`src/logic/tms_pkg.sv`:
```
// package: register map, reset values, field layout and carrier types of the tdm setup block
package tms_pkg;

    // ****************************************************************
    // register byte offsets
    // ****************************************************************
    localparam logic [7:0] OFF_SERIAL_IF_MODE = 8'h00; // line interface mode
    localparam logic [7:0] OFF_SERIAL_CLOCK_ROUTE = 8'h04; // clock routing
    localparam logic [7:0] OFF_GENERAL_MODE = 8'h08; // controller tx/rx enables
    localparam logic [7:0] OFF_EVENT = 8'h0C; // controller events, write one to clear
    localparam logic [7:0] OFF_EVENT_MASK = 8'h10; // controller event mask
    localparam logic [7:0] OFF_IRQ_SOURCE_MASK = 8'h14; // interrupt source mask
    localparam logic [7:0] OFF_PARAM_LAYOUT = 8'h18; // active logical channel count
    localparam logic [7:0] OFF_PARAM_STATUS = 8'h1C; // parameter ram usage, read only
    localparam logic [7:0] OFF_CHAN_BASE = 8'h20; // first channel mode register
    localparam int NUM_CHAN = 4; // channel mode registers held here

    // ****************************************************************
    // reset values and writable bit masks
    // ****************************************************************
    localparam logic [31:0] RST_ZERO = 32'h0000_0000; // every register resets to zero except the read-only parameter status
    localparam logic [31:0] MASK_IF_MODE = 32'h0000_001F; // implemented mode bits
    localparam logic [31:0] MASK_CLOCK_ROUTE = 32'h0000_00FF; // implemented route bits
    localparam logic [31:0] MASK_GENERAL = 32'h0000_0003; // tx and rx enable
    localparam logic [31:0] MASK_CHAN = 32'h0000_03FF; // channel mode bits
    localparam logic [31:0] MASK_NIBBLE = 32'h0000_000F; // event and mask width
    localparam logic [31:0] MASK_ONE = 32'h0000_0001; // single source bit
    localparam logic [31:0] MASK_COUNT = 32'h0000_007F; // channel count field

    // ****************************************************************
    // field positions
    // ****************************************************************
    localparam int IFM_COMMON = 0; // common_rx_tx_clocking
    localparam int IFM_RXD_LO = 1; // rx_sync_delay, two bits
    localparam int IFM_TXD_LO = 3; // tx_sync_delay, two bits
    localparam int CR_GRANT = 0; // grant_mode_sel
    localparam int CR_TDM = 1; // tdm_connect_sel
    localparam int CR_RXCS_LO = 2; // rx_clock_source, three bits
    localparam int CR_TXCS_LO = 5; // tx_clock_source, three bits
    localparam int GM_TX = 0; // transmitter enable
    localparam int GM_RX = 1; // receiver enable

    // ****************************************************************
    // parameter ram layout
    // ****************************************************************
    localparam int MAX_CHANNELS = 64; // logical channels
    localparam int CHAN_SLOT_BYTES = 64; // parameter bytes per channel
    localparam int PAGE_BYTES = 256; // one parameter page
    localparam logic [12:0] CHAN_AREA_BYTES = 13'h1000; // lower channel area
    localparam logic [1:0] HTRANS_NONSEQ = 2'h2; // ahb nonsequential

    // ****************************************************************
    // carrier types
    // ****************************************************************
    typedef struct packed {
        logic receive_on; // bit 9
        logic descriptor_scan_enable; // bit 8
        logic [3:0] flag_count; // bits 7:4, flags between frames
        logic crc32_sel; // bit 3, long frame check sequence
        logic transmit_on; // bit 2
        logic idle_fill_mode; // bit 1
        logic hdlc_mode; // bit 0
    } tms_chan_cfg_t;

    typedef struct packed {
        logic rx_clock; // line_rx_clock_pin
        logic tx_clock; // line_tx_clock_pin
        logic rx_sync; // receive frame sync
        logic tx_sync; // transmit frame sync
    } tms_line_t;

    typedef struct packed {
        logic route_tdm; // controller clocked from the tdm
        logic [2:0] rx_clock_sel; // effective receive clock source
        logic [2:0] tx_clock_sel; // effective transmit clock source
    } tms_route_t;
endpackage

```
`src/logic/tms_setup.sv`:
```
// tdm multichannel setup: register bank, line framing and channel gating
// What this block does
// - line mode register resets to all zeros
// - common clocking: transmit uses receive clock, sync
// - receive delay one: frame one bit-clock later
// - transmit delay one: frame one bit-clock later
// - route register resets zero; grant, tdm, sources
// - channel transmit enable zero until software sets
// - crc select one picks 32-bit check sequence
// - flag count sets flags between frames
// - idle fill zero sends only flags between
// - events reset zero; write one clears bit
// - event requests only when both masks set
// - data moves only after general tx/rx enables
// - 64 channels fill whole lower 4-Kbyte area
// - pages are 256 bytes, reusable when disabled
// - each unused channel frees a 64-byte slot
`timescale 1ns/10ps
module tms_setup
    import tms_pkg::*;
(
    input wire logic hclk, // 250 MHz bus clock
    input wire logic hresetn, // asynchronous reset, active low
    input wire logic hsel, // slave select
    input wire logic [31:0] haddr, // byte address
    input wire logic [1:0] htrans, // transfer type
    input wire logic hwrite, // write when high
    input wire logic [2:0] hsize, // transfer size, words only
    input wire logic hready, // bus ready
    input wire logic [31:0] hwdata, // write data
    output logic hreadyout, // slave ready
    output logic hresp, // response, always okay
    output logic [31:0] hrdata, // read data
    input wire tms_pkg::tms_line_t line_pins, // asynchronous line inputs
    input wire logic [3:0] event_set, // engine event pulses
    input wire logic [NUM_CHAN-1:0] scan_done, // engine finished descriptor poll
    output tms_pkg::tms_chan_cfg_t chan_cfg [NUM_CHAN], // channel settings
    output logic [NUM_CHAN-1:0] chan_tx_allowed, // channel may transmit
    output logic [NUM_CHAN-1:0] chan_rx_allowed, // channel may receive
    output tms_pkg::tms_route_t route, // effective clock routing
    output logic rx_frame_start, // receive frame begins, pulse
    output logic tx_frame_start, // transmit frame begins, pulse
    output logic event_request, // masked event pending
    output logic page_reusable // controller page free for descriptors
);

    // ****************************************************************
    // state
    // ****************************************************************
    logic [31:0] if_mode_reg, if_mode_next; // serial_if_mode_reg
    logic [31:0] clock_route_reg, clock_route_next; // serial_clock_route_reg
    logic [31:0] general_mode_reg, general_mode_next; // general_mode_reg
    logic [3:0] event_reg, event_next; // controller_event_reg
    logic [3:0] event_mask_reg, event_mask_next; // controller_event_mask
    logic irq_src_mask_reg, irq_src_mask_next; // irq_source_mask
    logic [6:0] active_chan_reg, active_chan_next; // logical channels in use
    logic [31:0] chan_mode_reg [NUM_CHAN]; // channel_mode_reg copies
    logic [31:0] chan_mode_next [NUM_CHAN];
    logic [7:0] dp_addr_reg, dp_addr_next; // data phase address
    logic dp_wr_reg, dp_wr_next; // data phase write
    logic dp_rd_reg, dp_rd_next; // data phase read
    logic rd_ready_reg, rd_ready_next; // read data captured
    logic [31:0] hrdata_reg, hrdata_next; // read data flop
    logic event_req_reg, event_req_next; // interrupt request flop
    logic [12:0] param_used; // bytes of channel area used
    logic [12:0] param_free; // bytes freed by unused channels
    logic [31:0] rd_value; // decoded read value

    // ****************************************************************
    // line input synchronisers
    // ****************************************************************
    logic [3:0] line_s1, line_s2, line_s3; // two stages, then edge history
    logic [1:0] delay_cnt_reg [2], delay_cnt_next [2]; // per side, 0 rx 1 tx
    logic [1:0] delay_busy_reg, delay_busy_next; // delay running
    logic [1:0] fstart_reg, fstart_next; // frame start pulses
    logic [1:0] side_edge, side_sync; // bit clock edge, sync level per side
    logic [1:0] side_delay [2]; // programmed delay per side

    // three flops per pin; the second stage and the third edge-history stage feed logic
    always_ff @(posedge hclk or negedge hresetn)
    begin
        if (!hresetn)
        begin
            line_s1 <= 4'h0;
            line_s2 <= 4'h0;
            line_s3 <= 4'h0;
        end
        else
        begin
            line_s1 <= line_pins;
            line_s2 <= line_s1;
            line_s3 <= line_s2;
        end
    end

    // ****************************************************************
    // frame start with sync delay
    // ****************************************************************
    // pick clock and sync for each side
    always_comb
    begin
        side_edge[0] = line_s2[3] & ~line_s3[3]; // receive clock rise
        side_sync[0] = line_s2[1];
        if (if_mode_reg[IFM_COMMON])
        begin
            side_edge[1] = side_edge[0];
            side_sync[1] = side_sync[0];
        end
        else
        begin
            side_edge[1] = line_s2[2] & ~line_s3[2]; // transmit clock rise
            side_sync[1] = line_s2[0];
        end
        side_delay[0] = if_mode_reg[IFM_RXD_LO +: 2];
        side_delay[1] = if_mode_reg[IFM_TXD_LO +: 2];
    end

    // sync seen on a bit-clock edge starts a countdown of whole bit clocks
    always_comb
    begin
        delay_busy_next = delay_busy_reg;
        fstart_next = 2'h0;
        for (int s = 0; s < 2; s++)
        begin
            delay_cnt_next[s] = delay_cnt_reg[s];
            if (side_edge[s])
            begin
                if (side_sync[s] && !delay_busy_reg[s])
                begin
                    if (side_delay[s] == 2'h0)
                        fstart_next[s] = 1'b1; // no delay: frame on this edge
                    else
                    begin
                        delay_cnt_next[s] = side_delay[s];
                        delay_busy_next[s] = 1'b1;
                    end
                end
                else if (delay_busy_reg[s])
                begin
                    delay_cnt_next[s] = delay_cnt_reg[s] - 2'h1;
                    if (delay_cnt_reg[s] == 2'h1)
                    begin
                        fstart_next[s] = 1'b1;
                        delay_busy_next[s] = 1'b0;
                    end
                end
            end
        end
    end

    // framing flops
    always_ff @(posedge hclk or negedge hresetn)
    begin
        if (!hresetn)
        begin
            delay_cnt_reg[0] <= 2'h0;
            delay_cnt_reg[1] <= 2'h0;
            delay_busy_reg <= 2'h0;
            fstart_reg <= 2'h0;
        end
        else
        begin
            delay_cnt_reg <= delay_cnt_next;
            delay_busy_reg <= delay_busy_next;
            fstart_reg <= fstart_next;
        end
    end

    // ****************************************************************
    // ahb-lite slave and register bank
    // ****************************************************************
    // parameter ram usage: one slot per active channel
    always_comb
    begin
        param_used = 13'(active_chan_reg) * 13'(CHAN_SLOT_BYTES);
        param_free = CHAN_AREA_BYTES - param_used;
    end

    // read decode; reserved bits come back as zero
    always_comb
    begin
        rd_value = RST_ZERO;
        case (dp_addr_reg)
            OFF_SERIAL_IF_MODE: rd_value = if_mode_reg & MASK_IF_MODE;
            OFF_SERIAL_CLOCK_ROUTE: rd_value = clock_route_reg & MASK_CLOCK_ROUTE;
            OFF_GENERAL_MODE: rd_value = general_mode_reg;
            OFF_EVENT: rd_value = {28'h0, event_reg};
            OFF_EVENT_MASK: rd_value = {28'h0, event_mask_reg};
            OFF_IRQ_SOURCE_MASK: rd_value = {31'h0, irq_src_mask_reg};
            OFF_PARAM_LAYOUT: rd_value = {25'h0, active_chan_reg};
            OFF_PARAM_STATUS: rd_value = {3'h0, param_free, 3'h0, param_used};
            default:
            begin
                for (int c = 0; c < NUM_CHAN; c++)
                    if (dp_addr_reg == OFF_CHAN_BASE + 8'(4 * c))
                        rd_value = chan_mode_reg[c];
            end
        endcase
    end

    // bus phases, register writes and hardware updates
    always_comb
    begin
        dp_addr_next = dp_addr_reg;
        dp_wr_next = 1'b0;
        dp_rd_next = dp_rd_reg;
        rd_ready_next = 1'b0;
        hrdata_next = hrdata_reg;
        if_mode_next = if_mode_reg;
        clock_route_next = clock_route_reg;
        general_mode_next = general_mode_reg;
        event_mask_next = event_mask_reg;
        irq_src_mask_next = irq_src_mask_reg;
        active_chan_next = active_chan_reg;
        chan_mode_next = chan_mode_reg;
        event_next = event_reg;
        // read data phase: one wait cycle while data is captured
        if (dp_rd_reg && !rd_ready_reg)
        begin
            hrdata_next = rd_value;
            rd_ready_next = 1'b1;
        end
        else if (dp_rd_reg)
            dp_rd_next = 1'b0;
        // write data phase
        if (dp_wr_reg)
        begin
            case (dp_addr_reg)
                OFF_SERIAL_IF_MODE: if_mode_next = hwdata & MASK_IF_MODE;
                OFF_SERIAL_CLOCK_ROUTE: clock_route_next = hwdata & MASK_CLOCK_ROUTE;
                OFF_GENERAL_MODE: general_mode_next = hwdata & MASK_GENERAL;
                OFF_EVENT: event_next = event_reg & ~hwdata[3:0];
                OFF_EVENT_MASK: event_mask_next = hwdata[3:0];
                OFF_IRQ_SOURCE_MASK: irq_src_mask_next = hwdata[0];
                OFF_PARAM_LAYOUT:
                begin
                    // clamp to the channel limit
                    if (hwdata[6:0] > 7'(MAX_CHANNELS))
                        active_chan_next = 7'(MAX_CHANNELS);
                    else
                        active_chan_next = hwdata[6:0];
                end
                default:
                begin
                    for (int c = 0; c < NUM_CHAN; c++)
                        if (dp_addr_reg == OFF_CHAN_BASE + 8'(4 * c))
                            chan_mode_next[c] = hwdata & MASK_CHAN;
                end
            endcase
        end
        // engine clears scan enable after polling; a software set wins
        for (int c = 0; c < NUM_CHAN; c++)
            if (scan_done[c] && !(chan_mode_next[c][8] && dp_wr_reg
                && dp_addr_reg == OFF_CHAN_BASE + 8'(4 * c)))
                chan_mode_next[c][8] = 1'b0;
        // new events win over a clear in the same cycle
        event_next = event_next | event_set;
        // address phase accepted
        if (hsel && hready && htrans == HTRANS_NONSEQ)
        begin
            dp_addr_next = haddr[7:0];
            dp_wr_next = hwrite;
            dp_rd_next = !hwrite;
        end
        event_req_next = |(event_reg & event_mask_reg) & irq_src_mask_reg;
    end

    // register bank flops, all cleared by reset
    always_ff @(posedge hclk or negedge hresetn)
    begin
        if (!hresetn)
        begin
            if_mode_reg <= RST_ZERO;
            clock_route_reg <= RST_ZERO;
            general_mode_reg <= RST_ZERO;
            event_reg <= 4'h0;
            event_mask_reg <= 4'h0;
            irq_src_mask_reg <= 1'b0;
            active_chan_reg <= 7'h0;
            for (int c = 0; c < NUM_CHAN; c++)
                chan_mode_reg[c] <= RST_ZERO;
            dp_addr_reg <= 8'h0;
            dp_wr_reg <= 1'b0;
            dp_rd_reg <= 1'b0;
            rd_ready_reg <= 1'b0;
            hrdata_reg <= RST_ZERO;
            event_req_reg <= 1'b0;
        end
        else
        begin
            if_mode_reg <= if_mode_next;
            clock_route_reg <= clock_route_next;
            general_mode_reg <= general_mode_next;
            event_reg <= event_next;
            event_mask_reg <= event_mask_next;
            irq_src_mask_reg <= irq_src_mask_next;
            active_chan_reg <= active_chan_next;
            chan_mode_reg <= chan_mode_next;
            dp_addr_reg <= dp_addr_next;
            dp_wr_reg <= dp_wr_next;
            dp_rd_reg <= dp_rd_next;
            rd_ready_reg <= rd_ready_next;
            hrdata_reg <= hrdata_next;
            event_req_reg <= event_req_next;
        end
    end

    // ****************************************************************
    // outputs
    // ****************************************************************
    // stall only during the read capture cycle
    always_comb
    begin
        hreadyout = !(dp_rd_reg && !rd_ready_reg);
        hresp = 1'b0;
        hrdata = hrdata_reg;
        rx_frame_start = fstart_reg[0];
        tx_frame_start = fstart_reg[1];
        event_request = event_req_reg;
        // page free for descriptors while the controller is disabled
        page_reusable = ~(general_mode_reg[GM_TX] | general_mode_reg[GM_RX]);
    end

    // effective clock routing
    always_comb
    begin
        route.route_tdm = clock_route_reg[CR_TDM];
        if (clock_route_reg[CR_TDM])
        begin
            route.rx_clock_sel = 3'h0;
            route.tx_clock_sel = 3'h0;
        end
        else
        begin
            route.rx_clock_sel = clock_route_reg[CR_RXCS_LO +: 3];
            route.tx_clock_sel = clock_route_reg[CR_TXCS_LO +: 3];
        end
    end

    // per channel settings and data gating
    always_comb
    begin
        for (int c = 0; c < NUM_CHAN; c++)
        begin
            chan_cfg[c] = chan_mode_reg[c][9:0];
            chan_tx_allowed[c] = general_mode_reg[GM_TX] & chan_mode_reg[c][2];
            chan_rx_allowed[c] = general_mode_reg[GM_RX] & chan_mode_reg[c][9];
        end
    end
endmodule

```
`config.mk`:
```
export PLATFORM = sky130hd
export DESIGN_NAME = tms_setup
export DESIGN_NICKNAME = d
export VERILOG_FILES = /design/src/logic/tms_pkg.sv /design/src/logic/tms_setup.sv
export SDC_FILE = /design/constraint.sdc
export NUM_CORES = 1
export LEC_CHECK = 0
export ABC_AREA = 1
export BUFFER_PORTS_ARGS = -buffer_cell sky130_fd_sc_hd__buf_2
export CAP_MARGIN = 20
export CORE_MARGIN = 1.5
export CORE_UTILIZATION = 55
export CTS_CLUSTER_DIAMETER = 30
export CTS_CLUSTER_SIZE = 14
export DETAILED_ROUTE_END_ITERATION = 16
export PLACE_DENSITY = 0.83
export SYNTH_ARGS = -nofsm -noshare
export SYNTH_HDL_FRONTEND = slang
export SYNTH_SLANG_ARGS = --single-unit
```
`constraint.sdc`:
```
create_clock -name hclk -period 4.15 [get_ports hclk]
set_input_delay 0.6225 -clock hclk [delete_from_list [all_inputs] [get_ports hclk]]
set_output_delay 0.6225 -clock hclk [all_outputs]
set_load 0.005 [all_outputs]
```
==> results.py <==
metrics = {
    "drt": {
        "drt_first_iter_violations": 390,
        "wl_per_cell_um": 15.94,
        "vias": 5118,
        "drcViolationCount": 0,
        "route.antenna.remaining_nets": 0,
        "finalWirelength_um": 15100,
        "drt_pass1_iterations": 9,
        "viasPerCell": 5.404,
    },
    "setup_path": {
        "cp_max_fo": 16,
        "path_cells": "nor2_2 > clkinv_1 > buf_2",
        "path_delay_family": "simple AND/OR/NAND/NOR gates",
        "end_kind": "output port",
        "reg2reg_slack_ps": 2130,
        "cp_num_buf_inv": 2,
        "crit_type": "reg2out",
        "cp.required_ps": 3530,
        "cp_slowest_cell": "nor2_2",
        "max_stage_delay_ps": 620,
        "startpoint_type": "flip-flop",
        "arrival_ps": 1900,
    },
    "finish": {
        "postLayoutCoreUtil_pct": 68.17,
        "syn_to_final_growth_pct": 21.04,
        "diodes": 0,
        "multi_input_area_um2": 2287,
        "largest_reg_flops": 40,
        "seqCellArea_um2": 3028,
        "fillers": 797,
        "fin_nets": 887,
        "drive_gt1_share_pct": 23.92,
        "fin_cells": 947,
    },
    "global_route": {
        "grt_pass1_wl_um": 24000,
        "grt_start_max_net_pins": 60,
        "grt_pass1_vias": 4913,
        "gr-total-overflow": 0,
        "grt_util_all_layers_pct": 28.33,
        "antenna_found_initial": 0,
    },
    "timing": {
        "timing.final.crit_share_pct": 60.80,
        "finalMaxSlewViolations": 0,
        "tightest_slew_ps": 779.1,
        "max_freq_mhz": 396.3,
        "setup_viol": 0,
        "tns_ps": 0,
        "fin_crit_ps": 2523,
        "slew_headroom_pct": 48.00,
        "finalHoldViolations": 0,
        "fin_skew_ps": 7.722,
        "rsz0062_at_grt": "no",
    },
    "synth": {
        "synthTopCellsByArea": "dfrtp_1 (53%), nand2_1 (11%), inv_1 (4.5%)",
        "ys_seq_area_share_pct": 52.55,
        "syn_area_um2": 5762,
        "yosys_warnings": 0,
        "synthCells": 677,
        "synth-seq-cells": 121,
        "yosysTopAreaCell": "dfrtp_1",
        "ys_types": 42,
        "syn_avg_cell_area_um2": 8.511,
        "synthArstFlopShare_pct": 100.0,
        "synth_ff_type": "dfrtp_1",
        "synth_edf_count": 0,
        "yosysTopAreaCellShare_pct": 52.55,
    },
    "die": {
        "die_area_um2": 11100,
        "die_w_um": 105.4,
        "ios": 179,
        "coreArea_um2": 10230,
        "start_util_pct": 56.32,
        "num_rows": 37,
        "die_h_um": 105.4,
    },
    "clock_tree": {
        "cts_hold_buf": 0,
        "cts.clk_slew.worst_paths_ps": 60,
        "cts_buffers": 17,
        "htreeDepth": 4,
        "cts_setup_buffers": 0,
        "clk_latency_ps": 530,
        "cts_sinks": 121,
        "post_cts_resized": 0,
        "root_buffer": "clkbuf_8",
        "tritoncts": "built",
        "clockBufferDepth": 2,
    },
    "worst_hold_path": {
        "hp-class": "in2async",
    },
    "placement": {
        "post-dp-hpwl_um": 10500,
        "dpl.cell_count": 915,
        "io_buffers": 116,
        "routabilityCongestion": 0.8869,
    },
    "run_status": {
        "status": "complete, no violations",
    },
    "pwr": {
        "irDropWorstVdd_uv": 252.5,
        "power_density_nw_per_um2": 465.4,
        "p_leak_nw": 3.784,
    },
    "run": {
        "cap_violations": 0,
    },
}
## path summary, 6_finish.rpt
kind	start	endpoint	depth (start not counted)
worst max-delay path	rd_ready_reg	hreadyout	3
worst min-delay path	hresetn	line_s2[2]	1
worst max register to register	rd_ready_reg	hrdata[5]	7
worst min register to register	line_s1[2]	line_s2[2]	0
max in group asynchronous	hresetn	chan_cfg[2]	2
min in group hclk	line_pins[2]	line_s1[2]	1
## cells by family after synthesis
group | Yosys count | share of synthesized area, %
other cells | 1 | 0.06508
flops | 121 | 52.55
simple gates | 313 | 25.28
buf+inv | 108 | 8.534
fa+ha+maj | 3 | 0.6515
xor+xnor | 2 | 0.3041
compound gates | 128 | 12.42
mux | 1 | 0.1954
## power breakdown
| part | switching (mW) | total (mW) | internal, mW |
|---|---|---|---|
| registers | 0.0739 | 1.35 | 1.27 |
| clock network | 0.574 | 1.44 | 0.866 |
| logic | 0.299 | 0.459 | 0.160 |
## Yosys cell counts, types with 4 or more instances
master    instances
o21ai_1          47
nor2_8            4
dfrtp_1         121
nand2_1         169
nand3_1          40
o21a_1            9
inv_1            69
nor2_2            6
o22ai_1           5
buf_4            15
nand2_2           8
inv_2             5
a21oi_1          17
buf_2             7
nor2_4            7
clkbuf_1          6
nand4_1           7
o21ai_0          37
nor2_1           63
## worst reg2reg max path: stages (launching register included)
cell and delay (ps):
dfrtp_1 370, nor2_2 620, clkinv_1 200, buf_4 250
a21oi_1 140, o21ai_0 130, nor2_1 130, nor2_1 50
## metal layers
| metal | global-route usage (%) | up-vias | share of wire (%) |
|---|---|---|---|
| li1 | - | 2396 | - |
| met1 | 35.69 | 2395 | 39 |
| met2 | 46.87 | 280 | 48 |
| met3 | 6.617 | 47 | 9.1 |
| met4 | 12.23 | 0 | 3.2 |
| met5 | 0 | - | 0 |
## cell type report
type | count | share of cell area, %
Tap cell | 136 | 2.440
Timing Repair Buffer | 120 | 8.791
Clock buffer | 17 | 5.938
Inverter | 78 | 4.234
Multi-Input combinational cell | 460 | 32.80
Clock inverter | 15 | 2.386
Sequential cell | 121 | 43.42
## stage by stage
stage	setup WS [ps]	total power, mW	area (um2)	hold WS, ps
6_report	1627	3.246	6974	164.4
5_1_grt	1512	3.366	6974	190.3
4_1_cts	1635	3.249	6974	184.8
3_5_place_dp	2198	1.812	6394	338.5
3_3_place_gp	2227	1.774	6394	336.2
2_1_floorplan	2515	1.638	5807	326.9
## placed cells by master, fill, tap and decap left out, types with 3 or more instances in the layout
| master | count |
|---|---|
| nand2_1 | 169 |
| o21ai_0 | 37 |
| inv_2 | 5 |
| clkbuf_16 | 16 |
| nand2_2 | 8 |
| nor2_1 | 63 |
| o21a_1 | 9 |
| conb_1 | 13 |
| buf_4 | 5 |
| dfrtp_1 | 121 |
| a21oi_1 | 17 |
| nor2_2 | 6 |
| o22ai_1 | 5 |
| inv_1 | 69 |
| nand4_1 | 7 |
| nand3_1 | 40 |
| ha_1 | 3 |
| clkinv_4 | 4 |
| nor2_8 | 4 |
| buf_2 | 115 |
| o21ai_1 | 47 |
| nor2_4 | 7 |
| inv_6 | 4 |
| clkinv_1 | 3 |
(Power assumes the default switching activity.)
